===== src/core/wk_pkg.sv =====
// What this block does
// - Scan code register at 0x5F, standby reset
// - Key match status/enable at bit 5
// - Frame starts after clock high 115us or longer
// - Sample data on each keyboard clock fall after the start edge
// - Compare data byte after ninth falling edge
// - Data plus parity must hold odd ones
// - Match, parity, stop one set status bit
// - Back to idle after 11 clocks, repeat
// - Clock high too long mid-frame abandons frame
// - Config bit 0 picks external or derived clock
// - Standby power uses only external slow clock
// - Config bit 1 stops matcher when set
// - Wake from key only when enabled
// - Wake output needs global enable; summary ignores it
// - Summary clears only after all sources clear
package wk_pkg;

  localparam logic [7:0] WK_SCAN_CODE_OFS   = 8'h5f;
  localparam logic [7:0] WK_SLOW_CFG_OFS    = 8'hf0;
  localparam logic [7:0] WK_SCAN_CODE_RST   = 8'h00;
  localparam logic [1:0] WK_SLOW_CFG_RST    = 2'h0;
  localparam int         WK_CFG_EXT_BIT     = 0;
  localparam int         WK_CFG_OFF_BIT     = 1;
  localparam int         WK_STATUS_KEY_BIT  = 5;

  localparam int         WK_CORE_CLK_HZ     = 25000000;
  localparam int         WK_SLOW_CLK_HZ     = 32768;
  localparam int         WK_INT_DIV         = WK_CORE_CLK_HZ / WK_SLOW_CLK_HZ;
  localparam int         WK_SLOW_PERIOD_NS  = 1000000000 / WK_SLOW_CLK_HZ;
  localparam int         WK_IDLE_HIGH_MIN_US = 115;
  localparam int         WK_IDLE_HIGH_MAX_US = 145;
  // Least time rounds up, longest time rounds down
  localparam int         WK_IDLE_HIGH_TICKS =
    (WK_IDLE_HIGH_MIN_US * 1000 + WK_SLOW_PERIOD_NS - 1) / WK_SLOW_PERIOD_NS;
  localparam int         WK_ABORT_HIGH_TICKS =
    (WK_IDLE_HIGH_MAX_US * 1000) / WK_SLOW_PERIOD_NS;
  localparam logic [3:0] WK_FRAME_BITS      = 4'hb;
  localparam logic [3:0] WK_PARITY_EDGE     = 4'ha;
  localparam logic [3:0] WK_LAST_DATA_EDGE  = 4'h9;

  typedef enum logic [1:0] {WK_IDLE, WK_ARMED, WK_RECV} wk_state_t;

endpackage : wk_pkg


===== src/core/wk_slow_tick.sv =====
`timescale 1ns/100ps
`default_nettype none
module wk_slow_tick #(
  parameter int DIV = wk_pkg::WK_INT_DIV
) (
  input  wire logic core_clk,
  input  wire logic rst,
  input  wire logic ext_slow_clk,
  input  wire logic use_ext,
  input  wire logic run,
  output logic      tick
);

  logic        ext_meta_q;
  logic        ext_sync_q;
  logic        ext_prev_q;
  logic [15:0] div_cnt_q;
  logic        int_tick;
  logic        ext_tick;

  always_ff @(posedge core_clk or posedge rst)
  begin
    if (rst)
    begin
      ext_meta_q <= 1'b0;
      ext_sync_q <= 1'b0;
      ext_prev_q <= 1'b0;
    end
    else
    begin
      ext_meta_q <= ext_slow_clk;
      ext_sync_q <= ext_meta_q;
      ext_prev_q <= ext_sync_q;
    end
  end

  // Divider idles while stopped so it adds no switching in the off state
  always_ff @(posedge core_clk or posedge rst)
  begin
    if (rst)
      div_cnt_q <= 16'h0000;
    else if (!run || use_ext || div_cnt_q == 16'((DIV) - 1))
      div_cnt_q <= 16'h0000;
    else
      div_cnt_q <= div_cnt_q + 16'h0001;
  end

  assign int_tick = !use_ext && div_cnt_q == 16'((DIV) - 1);
  assign ext_tick = use_ext && ext_sync_q && !ext_prev_q;
  assign tick     = run && (int_tick || ext_tick);

endmodule : wk_slow_tick
`default_nettype wire


===== src/core/wk_matcher.sv =====
`timescale 1ns/100ps
`default_nettype none
module wk_matcher (
  input  wire logic       core_clk,
  input  wire logic       rst,
  input  wire logic [7:0] reg_addr,
  input  wire logic       reg_wr_en,
  input  wire logic [7:0] reg_wr_data,
  input  wire logic       reg_rd_en,
  output logic      [7:0] reg_rd_data,
  input  wire logic       kbd_clk_in,
  input  wire logic       kbd_data_in,
  input  wire logic       ext_slow_clk,
  input  wire logic       main_power_present,
  input  wire logic       key_wake_enable,
  input  wire logic       key_status_clear,
  input  wire logic       other_wake_pending,
  input  wire logic       wake_global_enable,
  input  wire logic       summary_clear,
  output logic            key_match_status,
  output logic            wake_summary_status,
  output logic            wake_event_out
);

  logic [7:0]        scan_code_q;
  logic [1:0]        slow_cfg_q;
  logic [7:0]        rd_data_q;
  logic              kclk_meta_q;
  logic              kclk_sync_q;
  logic              kdat_meta_q;
  logic              kdat_sync_q;
  logic              kclk_s_q;
  logic              kdat_s_q;
  logic              kclk_prev_q;
  logic [3:0]        high_cnt_q;
  logic [3:0]        edge_cnt_q;
  logic [7:0]        data_q;
  logic              byte_match_q;
  logic              parity_q;
  wk_pkg::wk_state_t state_q;
  logic              key_status_q;
  logic              summary_q;
  logic              wake_q;
  logic              tick;
  logic              use_ext;
  logic              run;
  logic              code_wr;
  logic              fall;
  logic              frame_ok;
  logic              key_pending;

  assign use_ext = slow_cfg_q[wk_pkg::WK_CFG_EXT_BIT] || !main_power_present;
  assign run     = !slow_cfg_q[wk_pkg::WK_CFG_OFF_BIT];
  assign code_wr = reg_wr_en && reg_addr == wk_pkg::WK_SCAN_CODE_OFS;

  wk_slow_tick #(
    .DIV (wk_pkg::WK_INT_DIV)
  ) u_tick (
    .core_clk     (core_clk),
    .rst          (rst),
    .ext_slow_clk (ext_slow_clk),
    .use_ext      (use_ext),
    .run          (run),
    .tick         (tick)
  );

  // Registers live on standby power: only the standby reset clears them
  always_ff @(posedge core_clk or posedge rst)
  begin
    if (rst)
    begin
      scan_code_q <= wk_pkg::WK_SCAN_CODE_RST;
      slow_cfg_q  <= wk_pkg::WK_SLOW_CFG_RST;
    end
    else if (reg_wr_en)
    begin
      if (reg_addr == wk_pkg::WK_SCAN_CODE_OFS)
        scan_code_q <= reg_wr_data;
      else if (reg_addr == wk_pkg::WK_SLOW_CFG_OFS)
        slow_cfg_q  <= reg_wr_data[1:0];
    end
  end

  always_ff @(posedge core_clk or posedge rst)
  begin
    if (rst)
      rd_data_q <= 8'h00;
    else if (reg_rd_en)
    begin
      unique case (reg_addr)
        wk_pkg::WK_SCAN_CODE_OFS: rd_data_q <= scan_code_q;
        wk_pkg::WK_SLOW_CFG_OFS:  rd_data_q <= {6'h00, slow_cfg_q};
        default:                  rd_data_q <= 8'h00;
      endcase
    end
  end

  assign reg_rd_data = rd_data_q;

  // Line synchronisers; the first stage feeds only the second
  always_ff @(posedge core_clk or posedge rst)
  begin
    if (rst)
    begin
      kclk_meta_q <= 1'b1;
      kclk_sync_q <= 1'b1;
      kdat_meta_q <= 1'b1;
      kdat_sync_q <= 1'b1;
    end
    else
    begin
      kclk_meta_q <= kbd_clk_in;
      kclk_sync_q <= kclk_meta_q;
      kdat_meta_q <= kbd_data_in;
      kdat_sync_q <= kdat_meta_q;
    end
  end

  // Lines resampled at the slow tick, so edges and high time are
  // seen with slow-clock resolution only
  always_ff @(posedge core_clk or posedge rst)
  begin
    if (rst)
    begin
      kclk_s_q    <= 1'b1;
      kdat_s_q    <= 1'b1;
      kclk_prev_q <= 1'b1;
    end
    else if (tick)
    begin
      kclk_s_q    <= kclk_sync_q;
      kdat_s_q    <= kdat_sync_q;
      kclk_prev_q <= kclk_s_q;
    end
  end

  assign fall = tick && kclk_prev_q && !kclk_s_q;

  // High-time counter saturates; any low level clears it
  always_ff @(posedge core_clk or posedge rst)
  begin
    if (rst)
      high_cnt_q <= 4'h0;
    else if (tick)
    begin
      if (!kclk_s_q)
        high_cnt_q <= 4'h0;
      else if (high_cnt_q != 4'hf)
        high_cnt_q <= high_cnt_q + 4'h1;
    end
  end

  always_ff @(posedge core_clk or posedge rst)
  begin
    if (rst)
    begin
      state_q    <= wk_pkg::WK_IDLE;
      edge_cnt_q <= 4'h0;
    end
    else if (code_wr || !run)
    begin
      state_q    <= wk_pkg::WK_IDLE;
      edge_cnt_q <= 4'h0;
    end
    else
    begin
      unique case (state_q)
        wk_pkg::WK_IDLE:
          if (high_cnt_q >= 4'(wk_pkg::WK_IDLE_HIGH_TICKS))
            state_q <= wk_pkg::WK_ARMED;
        wk_pkg::WK_ARMED:
          if (fall)
          begin
            state_q    <= wk_pkg::WK_RECV;
            edge_cnt_q <= 4'h1;
          end
        wk_pkg::WK_RECV:
          if (fall)
          begin
            if (edge_cnt_q == wk_pkg::WK_FRAME_BITS - 4'h1)
            begin
              state_q    <= wk_pkg::WK_IDLE;
              edge_cnt_q <= 4'h0;
            end
            else
              edge_cnt_q <= edge_cnt_q + 4'h1;
          end
          else if (high_cnt_q > 4'(wk_pkg::WK_ABORT_HIGH_TICKS))
          begin
            state_q    <= wk_pkg::WK_IDLE;
            edge_cnt_q <= 4'h0;
          end
        default:
        begin
          state_q    <= wk_pkg::WK_IDLE;
          edge_cnt_q <= 4'h0;
        end
      endcase
    end
  end

  // Edge numbers: 1 start, 2..9 data LSB first, 10 parity, 11 stop;
  // the counter still holds the previous edge number as an edge lands
  always_ff @(posedge core_clk or posedge rst)
  begin
    if (rst)
    begin
      data_q       <= 8'h00;
      byte_match_q <= 1'b0;
      parity_q     <= 1'b0;
    end
    else if (state_q == wk_pkg::WK_RECV && fall)
    begin
      if (edge_cnt_q < wk_pkg::WK_LAST_DATA_EDGE - 4'h1)
        data_q <= {kdat_s_q, data_q[7:1]};
      else if (edge_cnt_q == wk_pkg::WK_LAST_DATA_EDGE - 4'h1)
      begin
        data_q       <= {kdat_s_q, data_q[7:1]};
        byte_match_q <= {kdat_s_q, data_q[7:1]} == scan_code_q;
      end
      else if (edge_cnt_q == wk_pkg::WK_PARITY_EDGE - 4'h1)
        parity_q <= ^{kdat_s_q, data_q};
    end
  end

  // Evaluated on the stop-bit edge, one keyboard clock after parity
  assign frame_ok = state_q == wk_pkg::WK_RECV && fall
                    && edge_cnt_q == wk_pkg::WK_PARITY_EDGE
                    && byte_match_q && parity_q && kdat_s_q;

  // Set wins over a clear arriving in the same cycle
  always_ff @(posedge core_clk or posedge rst)
  begin
    if (rst)
      key_status_q <= 1'b0;
    else if (frame_ok)
      key_status_q <= 1'b1;
    else if (key_status_clear)
      key_status_q <= 1'b0;
  end

  assign key_pending = key_status_q && key_wake_enable;

  always_ff @(posedge core_clk or posedge rst)
  begin
    if (rst)
      summary_q <= 1'b0;
    else if (key_pending || other_wake_pending)
      summary_q <= 1'b1;
    else if (summary_clear)
      summary_q <= 1'b0;
  end

  always_ff @(posedge core_clk or posedge rst)
  begin
    if (rst)
      wake_q <= 1'b0;
    else
      wake_q <= wake_global_enable && (key_pending || other_wake_pending);
  end

  assign key_match_status    = key_status_q;
  assign wake_summary_status = summary_q;
  assign wake_event_out      = wake_q;

endmodule : wk_matcher
`default_nettype wire


===== config.mk =====
export PLATFORM = sky130hd
export DESIGN_NAME = wk_matcher
export DESIGN_NICKNAME = d
export VERILOG_FILES = /design/src/core/wk_pkg.sv /design/src/core/wk_slow_tick.sv /design/src/core/wk_matcher.sv
export SDC_FILE = /design/constraint.sdc
export NUM_CORES = 1
export LEC_CHECK = 0
export ABC_AREA = 1
export BUFFER_PORTS_ARGS = -buffer_cell sky130_fd_sc_hd__buf_2
export CAP_MARGIN = 15
export CORE_ASPECT_RATIO = 1.5
export CORE_MARGIN = 5
export CORE_UTILIZATION = 58
export DETAILED_ROUTE_END_ITERATION = 6
export PLACE_DENSITY = 0.9
export SYNTH_ARGS = -nofsm -noshare
export SYNTH_HDL_FRONTEND = slang
export SYNTH_SLANG_ARGS = --single-unit

===== constraint.sdc =====
create_clock -name core_clk -period 2.95 [get_ports core_clk]
set_input_delay 0.59 -clock core_clk [delete_from_list [all_inputs] [get_ports core_clk]]
set_output_delay 0.59 -clock core_clk [all_outputs]
set_load 0.01 [all_outputs]

**Word-level counts from Yosys, hierarchy flattened**

Cells that the tools add are included.

- Logic and storage cells: 109
- Register bits: 67

- Reductions and logical operators: 38
- Equal/unequal tests: 16
- Magnitude comparators: 3
- Multiplexer cells: 23
- Bitwise gates (word level): 3
- Add/subtract/negate cells: 3

Operator list:

| cell | number |
|---|---|
| 2-to-1 mux 4 bit | 7 |
| adder 16 x 1 -> 16 bit, second input constant | 1 |
| == test 16 x 10 -> 1 bit, second input constant | 1 |
| 2-to-1 mux 16 bit | 1 |
| 2-to-1 mux 8 bit | 2 |
| one-hot mux 8 bit (2 select lines) | 1 |
| logical AND 1 bit | 14 |
| == test 4 bit, second input constant | 3 |
| 2-to-1 mux 2 bit | 6 |
| inequality test 4 bit, second input constant | 3 |
| one-hot mux 4 bit (3 select lines) | 1 |
| AND reduction 3 bit | 3 |
| parity 9 bit | 1 |
| adder 4 x 1 -> 4 bit, second input constant | 2 |
| == test 8 x 7 -> 1 bit, second input constant | 1 |
| == test 8 bit | 1 |
| == test 8 bit, second input constant | 1 |
| AND reduction 4 bit | 2 |
| logical OR 1 bit | 6 |
| inequality test 3 bit, second input constant | 2 |
| one-hot mux 2 bit (3 select lines) | 1 |
| AND reduction 2 bit | 3 |
| nonzero test 2 bit | 3 |
| zero test 1 bit | 5 |
| other kinds (10) | 15 |

**Logic depth before layout (Yosys ltp)**

Gate-level depths: netlist (run 1).

- Depth in word-level cells: 14
- Depth in mapped cells: 14
- Mapped depth without buffers: 14

**Modules after synthesis**

A second synthesis (run 1) with hierarchy kept.

- Cell total of the unflattened synthesis: 435
- Area, all modules: 3592.2 µm²

Modules (own cells, without submodules):

| module | cells each | instances | area an instance (µm²) |
|---|---|---|---|
| wk_matcher | 309 | 1 | 2580.0 |
| wk_slow_tick | 126 | 1 | 1012.2 |

**Least setup slack after synthesis (run 1)**

No wires, ideal clock.

- Kind: input to register
- Start: input port reg_addr[6]
- End: register state_q[0]
- Arrival: 1.583 ns
- Setup time: 0.116 ns
- Setup slack: 1.251 ns
- Cell stages on the path: 9
- Path through: nand2_1 -> nor3_2 -> nand3_1 -> nand2_1 -> a21oi_1 -> a21oi_1 -> nand2_1 -> nand2_1 -> nand2_1

- Cells in the longest elaborated chain, start to end: 5
- Elaborated cells on any way between the ends: 9

RTL lines:

| item | RTL line | RTL |
|---|---|---|
| start, declared | wk_matcher.sv:6 | `input wire logic [7:0] reg_addr,` |
| == test 8 x 7 -> 1 bit (*) | wk_matcher.sv:54 | `assign code_wr = reg_wr_en && reg_addr == wk_pkg::WK_SCAN_CODE_OFS;` |
| logical AND 1 bit (*) | wk_matcher.sv:54 |  |
| logical OR 1 bit (*) | wk_matcher.sv:160 | `else if (code_wr \|\| !run)` |
| inequality test 4 bit (no line) / inequality test 3 bit (equally long branches) | n/a |  |
| AND reduction 4 bit (no line) | n/a |  |
| end signal, assigned | wk_matcher.sv:157 | `state_q <= wk_pkg::WK_IDLE;` |
| end signal, assigned | wk_matcher.sv:162 | `state_q <= wk_pkg::WK_IDLE;` |
| end signal, assigned | wk_matcher.sv:170 | `state_q <= wk_pkg::WK_ARMED;` |
| end, declared | wk_matcher.sv:40 | `wk_pkg::wk_state_t state_q;` |

Mark *: on every way between the ends. The rest lies on a longest branch, timed or not.
A chain may end at the register's enable or synchronous reset.

**Worst setup path after layout (run 1)**

- Start: register u_tick.div_cnt_q[1]
- End: register byte_match_q

- Cells in the longest elaborated chain, start to end: 8

RTL lines:

| item | RTL line | RTL |
|---|---|---|
| start, declared | wk_slow_tick.sv:17 | `logic [15:0] div_cnt_q;` |
| start signal, assigned | wk_slow_tick.sv:45 | `div_cnt_q <= div_cnt_q + 16'h0001;` |
| == test 16 x 10 -> 1 bit | wk_slow_tick.sv:48 | `assign int_tick = !use_ext && div_cnt_q == 16'((DIV) - 1);` |
| logical AND 1 bit | wk_slow_tick.sv:48 |  |
| logical OR 1 bit | wk_slow_tick.sv:50 | `assign tick = run && (int_tick \|\| ext_tick);` |
| logical AND 1 bit | wk_slow_tick.sv:50 |  |
| logical AND 1 bit (2 in a row) | wk_matcher.sv:137 | `assign fall = tick && kclk_prev_q && !kclk_s_q;` |
| logical AND 1 bit | wk_matcher.sv:212 | `else if (state_q == wk_pkg::WK_RECV && fall)` |
| AND reduction 3 bit (no line) | n/a |  |
| end signal, assigned | wk_matcher.sv:219 | `byte_match_q <= {kdat_s_q, data_q[7:1]} == scan_code_q;` |
| end, declared | wk_matcher.sv:38 | `logic byte_match_q;` |

No other way between the ends.

==> impl_metrics.env, run 1 <==
export IMPL_synth_nets=433
export IMPL_final_nets=481
export IMPL_rsz0062_at_grt="no"
export IMPL_hold_path_class="input pin to asynchronous set/reset pin"
export IMPL_initial_core_util_pct=58.9
export IMPL_seqCellArea_um2=1690
export IMPL_root_buffer="clkbuf_8"
export IMPL_fmax_mhz=521
export IMPL_multi_input_area_um2=1440
export IMPL_yosysWarningCount=0
export IMPL_clk_pin_slew_worst_paths_ns=0.07
export IMPL_grt_pass1_wl_um=12400
export IMPL_die_y_um=103
export IMPL_syn_avg_cell_area_um2=8.48
export IMPL_synth_area_leaders="dfrtp_1, nand2_1, inv_1, dfstp_2, nor2_1"
export IMPL_coreArea_um2=5700
export IMPL_io_pins=40
export IMPL_critPathMaxFanout=14
export IMPL_gp_congestion=0.866
export IMPL_hold_buffers=0
export IMPL_routed_wl_um=7100
export IMPL_start_kind="flop"
export IMPL_diodes=0
export IMPL_ir_worst_vdd_mv=0.458
export IMPL_r2r_start="u_tick.div_cnt_q[1]$_DFF_PP0_"
export IMPL_drc_errors=0
export IMPL_n_fill_cell=434
export IMPL_worstMarginPinSlew_ns=0.582
export IMPL_dr_pass1_iters=4
export IMPL_synth_cell_types=36
export IMPL_grt_max_degree=41
export IMPL_clock_path_buffers=2
export IMPL_ys_seq_area_share_pct=50.2
export IMPL_utilization_pct=68.2
export IMPL_ant_nets=0
export IMPL_clock_sinks=67
export IMPL_clkLatencyLatePin_ns=0.35
export IMPL_vias=2796
export IMPL_finalCritPeriodShare_pct=65.0
export IMPL_post_drt_via_cell_ratio=5.37
export IMPL_worstSetupPathType="flop to flop"
export IMPL_crit_start="u_tick.div_cnt_q[1]$_DFF_PP0_"
export IMPL_ys_ff_latch=67
export IMPL_grt_ovfl_total=0
export IMPL_wl_per_cell_um=13.6
export IMPL_hold_viol_final=0
export IMPL_required_ns=3.18
export IMPL_layout_commonest_cell="nand2_1"
export IMPL_crit_arrival_ns=2.14
export IMPL_drive_gt1_share_pct=18.3
export IMPL_critPathCaptureType="flop"
export IMPL_p_per_area_nw_per_um2=617
export IMPL_setup_viol=0
export IMPL_netlist_area_leader_share_pct=44.7
export IMPL_dp_hpwl_um=5210
export IMPL_syn_inst=396
export IMPL_drt_initial_drc_count=120
export IMPL_cts_tree="built"
export IMPL_synth_top_area_cell="dfrtp_1"
export IMPL_fin_tns_setup_ns=0
export IMPL_die_x_um=72.1
export IMPL_rows=34
export IMPL_skew_ns=0.0113
export IMPL_grt_pass1_vias=2988
export IMPL_drv_slew=0
export IMPL_cts_repair_resized=0
export IMPL_antenna_found_initial=0
export IMPL_syn_cell_area_um2=3360
export IMPL_cts_setup_buffers=0
export IMPL_cts_made_buffers=9
export IMPL_htree_num_levels=3
export IMPL_syn2layout_area_growth_pct=15.8
export IMPL_max_cap_violations=0
export IMPL_power_leakage_nw=1.95
export IMPL_relSlewSlack_pct=61.1
export IMPL_grt_use_total_pct=21.6
export IMPL_status="completed"
export IMPL_layout_common_cells="nand2_1, dfrtp_1, inv_1"
export IMPL_port_buffers=39
export IMPL_min_period_ns=1.92
export IMPL_die_area_um2=7440
## power breakdown
group          internal (mW)  switching [mW]  leakage (nW)  total [mW]
Clock                  0.567           0.363         0.120       0.930
Combinational          0.151           0.264         0.976       0.415
Sequential             0.993          0.0611         0.856        1.05
Total                   1.71           0.688          1.95        2.40
## per-stage QoR
stage | power [mW] | hold slack, ns | setup slack, ns | instance area (um^2) | cells
floorplan | 1.37 | 0.331 | 0.688 | 3360 | 396
global placement | 1.46 | 0.346 | 0.996 | 3640 | 505
detailed placement | 1.48 | 0.350 | 0.914 | 3640 | 505
CTS | 2.42 | 0.323 | 1.02 | 3890 | 521
global route | 2.54 | 0.328 | 0.876 | 3890 | 521
finish | 2.40 | 0.307 | 1.03 | 3890 | 521
## cell type report
class	instances	area share, %
flip-flops and latches	67	43.3
clock buffers	9	3.19
clock inverters	7	3.19
repair buffers	40	5.53
inverters	55	5.31
well taps	72	2.32
multi-input cells	271	37.1
## final timing paths
check                                      endpoint  slack, ns  cells past startpoint
setup / recovery           byte_match_q$_DFFE_PP0P_       1.03                     13
hold / removal                 parity_q$_DFFE_PP0P_       0.31                      2
setup reg to reg           byte_match_q$_DFFE_PP0P_       1.03                     13
hold reg to reg               kdat_sync_q$_DFF_PP1_       0.36                      0
max in group asynchronous      kdat_s_q$_DFFE_PP1P_       1.99                      3
min in group core_clk         kclk_meta_q$_DFF_PP1_       0.35                      1
## cells in the mapped netlist
cell type   n
nand2_4     3
nor3b_1     1
dfrtp_1    60
nand2_1    96
nand3_2     1
clkbuf_1    2
nand4_1     6
nor4_1      5
inv_2       2
o31ai_1     6
o211ai_1    1
inv_1      53
nor2_1     37
buf_8       1
nand2_2     5
dfstp_2     7
ha_1        8
a31oi_1     1
or2_0       1
nor2_8      1
o221ai_1    1
nand3_4     1
o21a_1      2
o21ai_2     2
nand3_1    20
o21ai_1     3
nor3_2      2
nor2_2      1
o22ai_1     1
a211oi_1    1
nor3_1     12
xor2_1     11
mux2i_1     1
o21ai_0    22
a21oi_1    13
xnor2_1     6
## routing by layer
metal	track usage, %	up-vias	share of wire, %
met4	15.1	0	5.4
met3	4.35	36	3.6
met5	0	-	0
met1	21.2	1310	37
met2	40.1	79	54
li1	-	1371	-
## cell families (layout without fill, tap and decap cells)
| logic type | Yosys count | after routing | synth area share [%] |
|---|---|---|---|
| multiplexers | 1 | 1 | 0.298 |
| AND/OR/NAND/NOR | 192 | 192 | 26.2 |
| AO/OA/AOI/OAI | 53 | 53 | 9.05 |
| XOR/XNOR | 17 | 17 | 4.43 |
| flip-flops | 67 | 67 | 50.2 |
| buffers and inverters | 58 | 111 | 6.82 |
| adder cells (fa/ha/maj) | 8 | 8 | 2.98 |
## state kept, by name, summed over array words and instances (netlist names), 2 cells and up
signal	cells
state_q	2
high_cnt_q	4
data_q	8
slow_cfg_q	2
edge_cnt_q	4
u_tick.div_cnt_q	16
scan_code_q	8
reg_rd_data	8
## worst max-delay path, cell delays in order (launching register included)
cell and delay, ns:
dfrtp_1 0.40, inv_1 0.06, ha_1 0.15, nand2_1 0.07, inv_1 0.07, nand2_1 0.07
nor2_1 0.13, nand3_2 0.11, nand2_4 0.13, nand3_4 0.12, nor2_8 0.23, nand2_1 0.12
nand2_1 0.08, o21ai_1 0.06
Note: power is estimated with default switching activity, not from simulation.
==> inputs of run 2 (changes only) <==
--- a/config.mk
+++ b/config.mk
@@ -10,9 +10,9 @@
 export CAP_MARGIN = 15
 export CORE_ASPECT_RATIO = 1.5
 export CORE_MARGIN = 5
-export CORE_UTILIZATION = 58
+export CORE_UTILIZATION = 52
 export DETAILED_ROUTE_END_ITERATION = 6
-export PLACE_DENSITY = 0.9
+export PLACE_DENSITY = 0.86
 export SYNTH_ARGS = -nofsm -noshare
 export SYNTH_HDL_FRONTEND = slang
 export SYNTH_SLANG_ARGS = --single-unit
==> constraint.sdc (replaced) <==
create_clock -name core_clk -period 1.6 [get_ports core_clk]
set_input_delay 0.32 -clock core_clk [delete_from_list [all_inputs] [get_ports core_clk]]
set_output_delay 0.32 -clock core_clk [all_outputs]
set_load 0.01 [all_outputs]
==> run 2 against run 1 <==
- the run now ends with negative setup slack left
- maximum frequency rose by 9.7%
- utilization down 1.3 points
- via count grew 6.5%
- clock skew hardly changed
- sequential power increased by 86%
- critical path depth shrank 5
- non-clock buffer count grew 28
- total power increased by 72%
- register-to-register slack worse by 1.2 ns
- critical endpoint is now u_tick.div_cnt_q[11]$_DFF_PP0_
==> impl_metrics.env, run 2 (same netlist as run 1, synthesis figures left out) <==
export IMPL_diodes=0
export IMPL_root_buffer="clkbuf_8"
export IMPL_wl_per_cell_um=15.2
export IMPL_grtUsageMet3_pct=3.81
export IMPL_fmax_mhz=572
export IMPL_n_fill_cell=476
export IMPL_skew_ns=0.0111
export IMPL_cts_tree="built"
export IMPL_power_internal_mw=2.77
export IMPL_use_met1_pct=23.3
export IMPL_grt_pass1_wl_um=13400
export IMPL_crit_arrival_ns=2.00
export IMPL_ir_worst_vdd_mv=0.883
export IMPL_routed_wl_um=8440
export IMPL_die_x_um=75.6
export IMPL_antenna_found_initial=0
export IMPL_layout_setup_ws_ns=-0.149
export IMPL_dp_hpwl_um=5750
export IMPL_grt_ovfl_total=0
export IMPL_slowest_delay_ns=0.42
export IMPL_hold_path_class="input pin to flop"
export IMPL_hold_start="kbd_data_in"
export IMPL_reg2reg_to="u_tick.div_cnt_q[11]$_DFF_PP0_"
export IMPL_place_ws_ns=-0.140
export IMPL_violations="negative setup slack"
export IMPL_clkLatencyLatePin_ns=0.35
export IMPL_start_kind="flop"
export IMPL_drc_errors=0
export IMPL_final_nets=511
export IMPL_switching_share_pct=33.0
export IMPL_status="finished, violations left"
export IMPL_rsz0062_at_grt="yes"
export IMPL_dr_pass1_iters=5
export IMPL_gp_congestion=0.848
export IMPL_hold_viol_final=0
export IMPL_worstSetupPathType="flop to flop"
export IMPL_critical_path_cell_chain="buf_4 -> buf_4 -> nand3_2 -> nor3_4 -> nand2_2 -> nor3_2 -> nand2_1 -> a211oi_2"
export IMPL_crit_start="u_tick.div_cnt_q[0]$_DFF_PP0_"
export IMPL_rrSetupSlack_ns=-0.15
export IMPL_setup_viol=25
export IMPL_p_comb_share_pct=22.1
export IMPL_coreArea_um2=6400
export IMPL_power_leakage_nw=2.14
export IMPL_die_y_um=108
export IMPL_place_area_um2=3800
export IMPL_clock_sinks=67
export IMPL_relSlewSlack_pct=54.4
export IMPL_min_period_ns=1.75
export IMPL_grt_use_total_pct=21.3
export IMPL_cts_made_buffers=9
export IMPL_p_per_area_nw_per_um2=966
export IMPL_grt_max_degree=28
export IMPL_drt_initial_drc_count=180
export IMPL_clk_pin_slew_worst_paths_ns=0.08
export IMPL_clock_path_buffers=2
export IMPL_htree_num_levels=3
export IMPL_max_cap_violations=0
export IMPL_port_buffers=39
export IMPL_top_usage_layer="met2"
export IMPL_drv_slew=0
export IMPL_rows=36
export IMPL_reg2reg_depth=8
export IMPL_layout_commonest_cell="nand2_1"
export IMPL_syn2layout_area_growth_pct=27.5
export IMPL_power_frac_seq_pct=47.2
export IMPL_use_met2_pct=38.4
export IMPL_worstMarginPinSlew_ns=0.684
export IMPL_layout_common_cells="nand2_1, dfrtp_1, inv_1"
export IMPL_vias=2978
export IMPL_post_drt_via_cell_ratio=5.37
export IMPL_largest_register="u_tick.div_cnt_q"
export IMPL_min_delay_worst_endpoint="kdat_meta_q$_DFF_PP1_"
export IMPL_drive_gt1_share_pct=31.1
export IMPL_critPathMaxFanout=4
export IMPL_ant_nets=0
export IMPL_io_pins=40
export IMPL_hold_depth=1
export IMPL_finalCritPeriodShare_pct=109
export IMPL_largest_reg_flops=16
export IMPL_critPathCaptureType="flop"
export IMPL_slowest_stage="dfrtp_1"
export IMPL_die_area_um2=8200
export IMPL_grt_pass1_vias=3075
export IMPL_final_area_um2=4280
export IMPL_r2r_start="u_tick.div_cnt_q[0]$_DFF_PP0_"
export IMPL_crit_path_frequent_cell="buf_4"
export IMPL_p_sw_mw=1.36
export IMPL_initial_core_util_pct=52.5
export IMPL_clock_power_share_pct=30.7
export IMPL_required_ns=1.85
[run 2: changes by cell type in the layout (fill, tap and decap cells not counted), moves of 6 or more]
| cell | before | now |
|---|---|---|
| buf_4 | 0 | 25 |
| nand2_1 | 96 | 85 |
| nand2_2 | 5 | 14 |
| nand3_1 | 20 | 12 |
| nand3_2 | 1 | 8 |
| o21ai_0 | 22 | 16 |
| o21ai_1 | 3 | 9 |
[run 2: per-layer routing]
layer | part of all wire (%) | routed length (um)
met1 | 37 | 3120
met2 | 57 | 4800
met3 | 2.8 | 233
met4 | 3.3 | 278
met5 | 0 | 0
[run 2: layout make-up]
cell class / count / area (um^2) / share of cell area (%)
clock buffer: 10 / 138 / 3.21
tap: 76 / 95.1 / 2.22
clock inverter: 6 / 40.0 / 0.935
inverter: 55 / 215 / 5.03
timing repair buffer: 68 / 448 / 10.5
sequential: 67 / 1690 / 39.4
multi-input combinational: 273 / 1660 / 38.8
[run 2: worst max path at each step]
stage	to	slack, ns
finish	u_tick.div_cnt_q[11]$_DFF_PP0_	-0.15
global route	data_q[1]$_DFFE_PP0P_	-0.24
CTS	data_q[7]$_DFFE_PP0P_	-0.09
detailed placement	u_tick.div_cnt_q[12]$_DFF_PP0_	-0.14
global placement	u_tick.div_cnt_q[12]$_DFF_PP0_	-0.1
floorplan	parity_q$_DFFE_PP0P_	-0.003
[run 2: power by group through the flow]
stage	Clock (mW)	Sequential [mW]	Combinational (mW)
6_report	1.27	1.95	0.915
5_1_grt	1.36	1.96	1.03
4_1_cts	1.28	1.94	0.846
3_5_place_dp	0	1.98	0.795
3_3_place_gp	0	1.97	0.755
2_1_floorplan	0	1.95	0.575
[run 2: worst max-delay path, delay by kind of cell (launching register included)]
family	cells	cell delay, ns
flip-flops	1	0.42
buffers and inverters	2	0.26
AND/OR/NAND/NOR	5	0.77
AO/OA/AOI/OAI	1	0.22
[run 2: through the flow]
stage / power (mW) / setup TNS (ns) / instances / util [%] / hold WS (ns)
2_1_floorplan: 2.52 / -0.00323 / 396 / - / 0.324
3_3_place_gp: 2.72 / -0.523 / 528 / 59.5 / 0.334
3_5_place_dp: 2.77 / -1.32 / 528 / 59.5 / 0.341
4_1_cts: 4.07 / -1.07 / 547 / 63.6 / 0.0596
5_1_grt: 4.36 / -5.30 / 555 / 66.9 / 0.0638
6_report: 4.14 / -2.18 / 555 / 66.9 / 0.0740
[run 2: what timing repair did]
| action | in CTS | in global routing |
|---|---|---|
| gates resized for setup | 14 | 45 |
| pin swaps | 1 | 19 |
| endpoints found under the setup margin | 24 | 32 |
| hold buffers | 1 | 0 |
| buffers inserted | 2 | 6 |
| hold endpoints to repair | 14 | 0 |
| cloned | 0 | 2 |
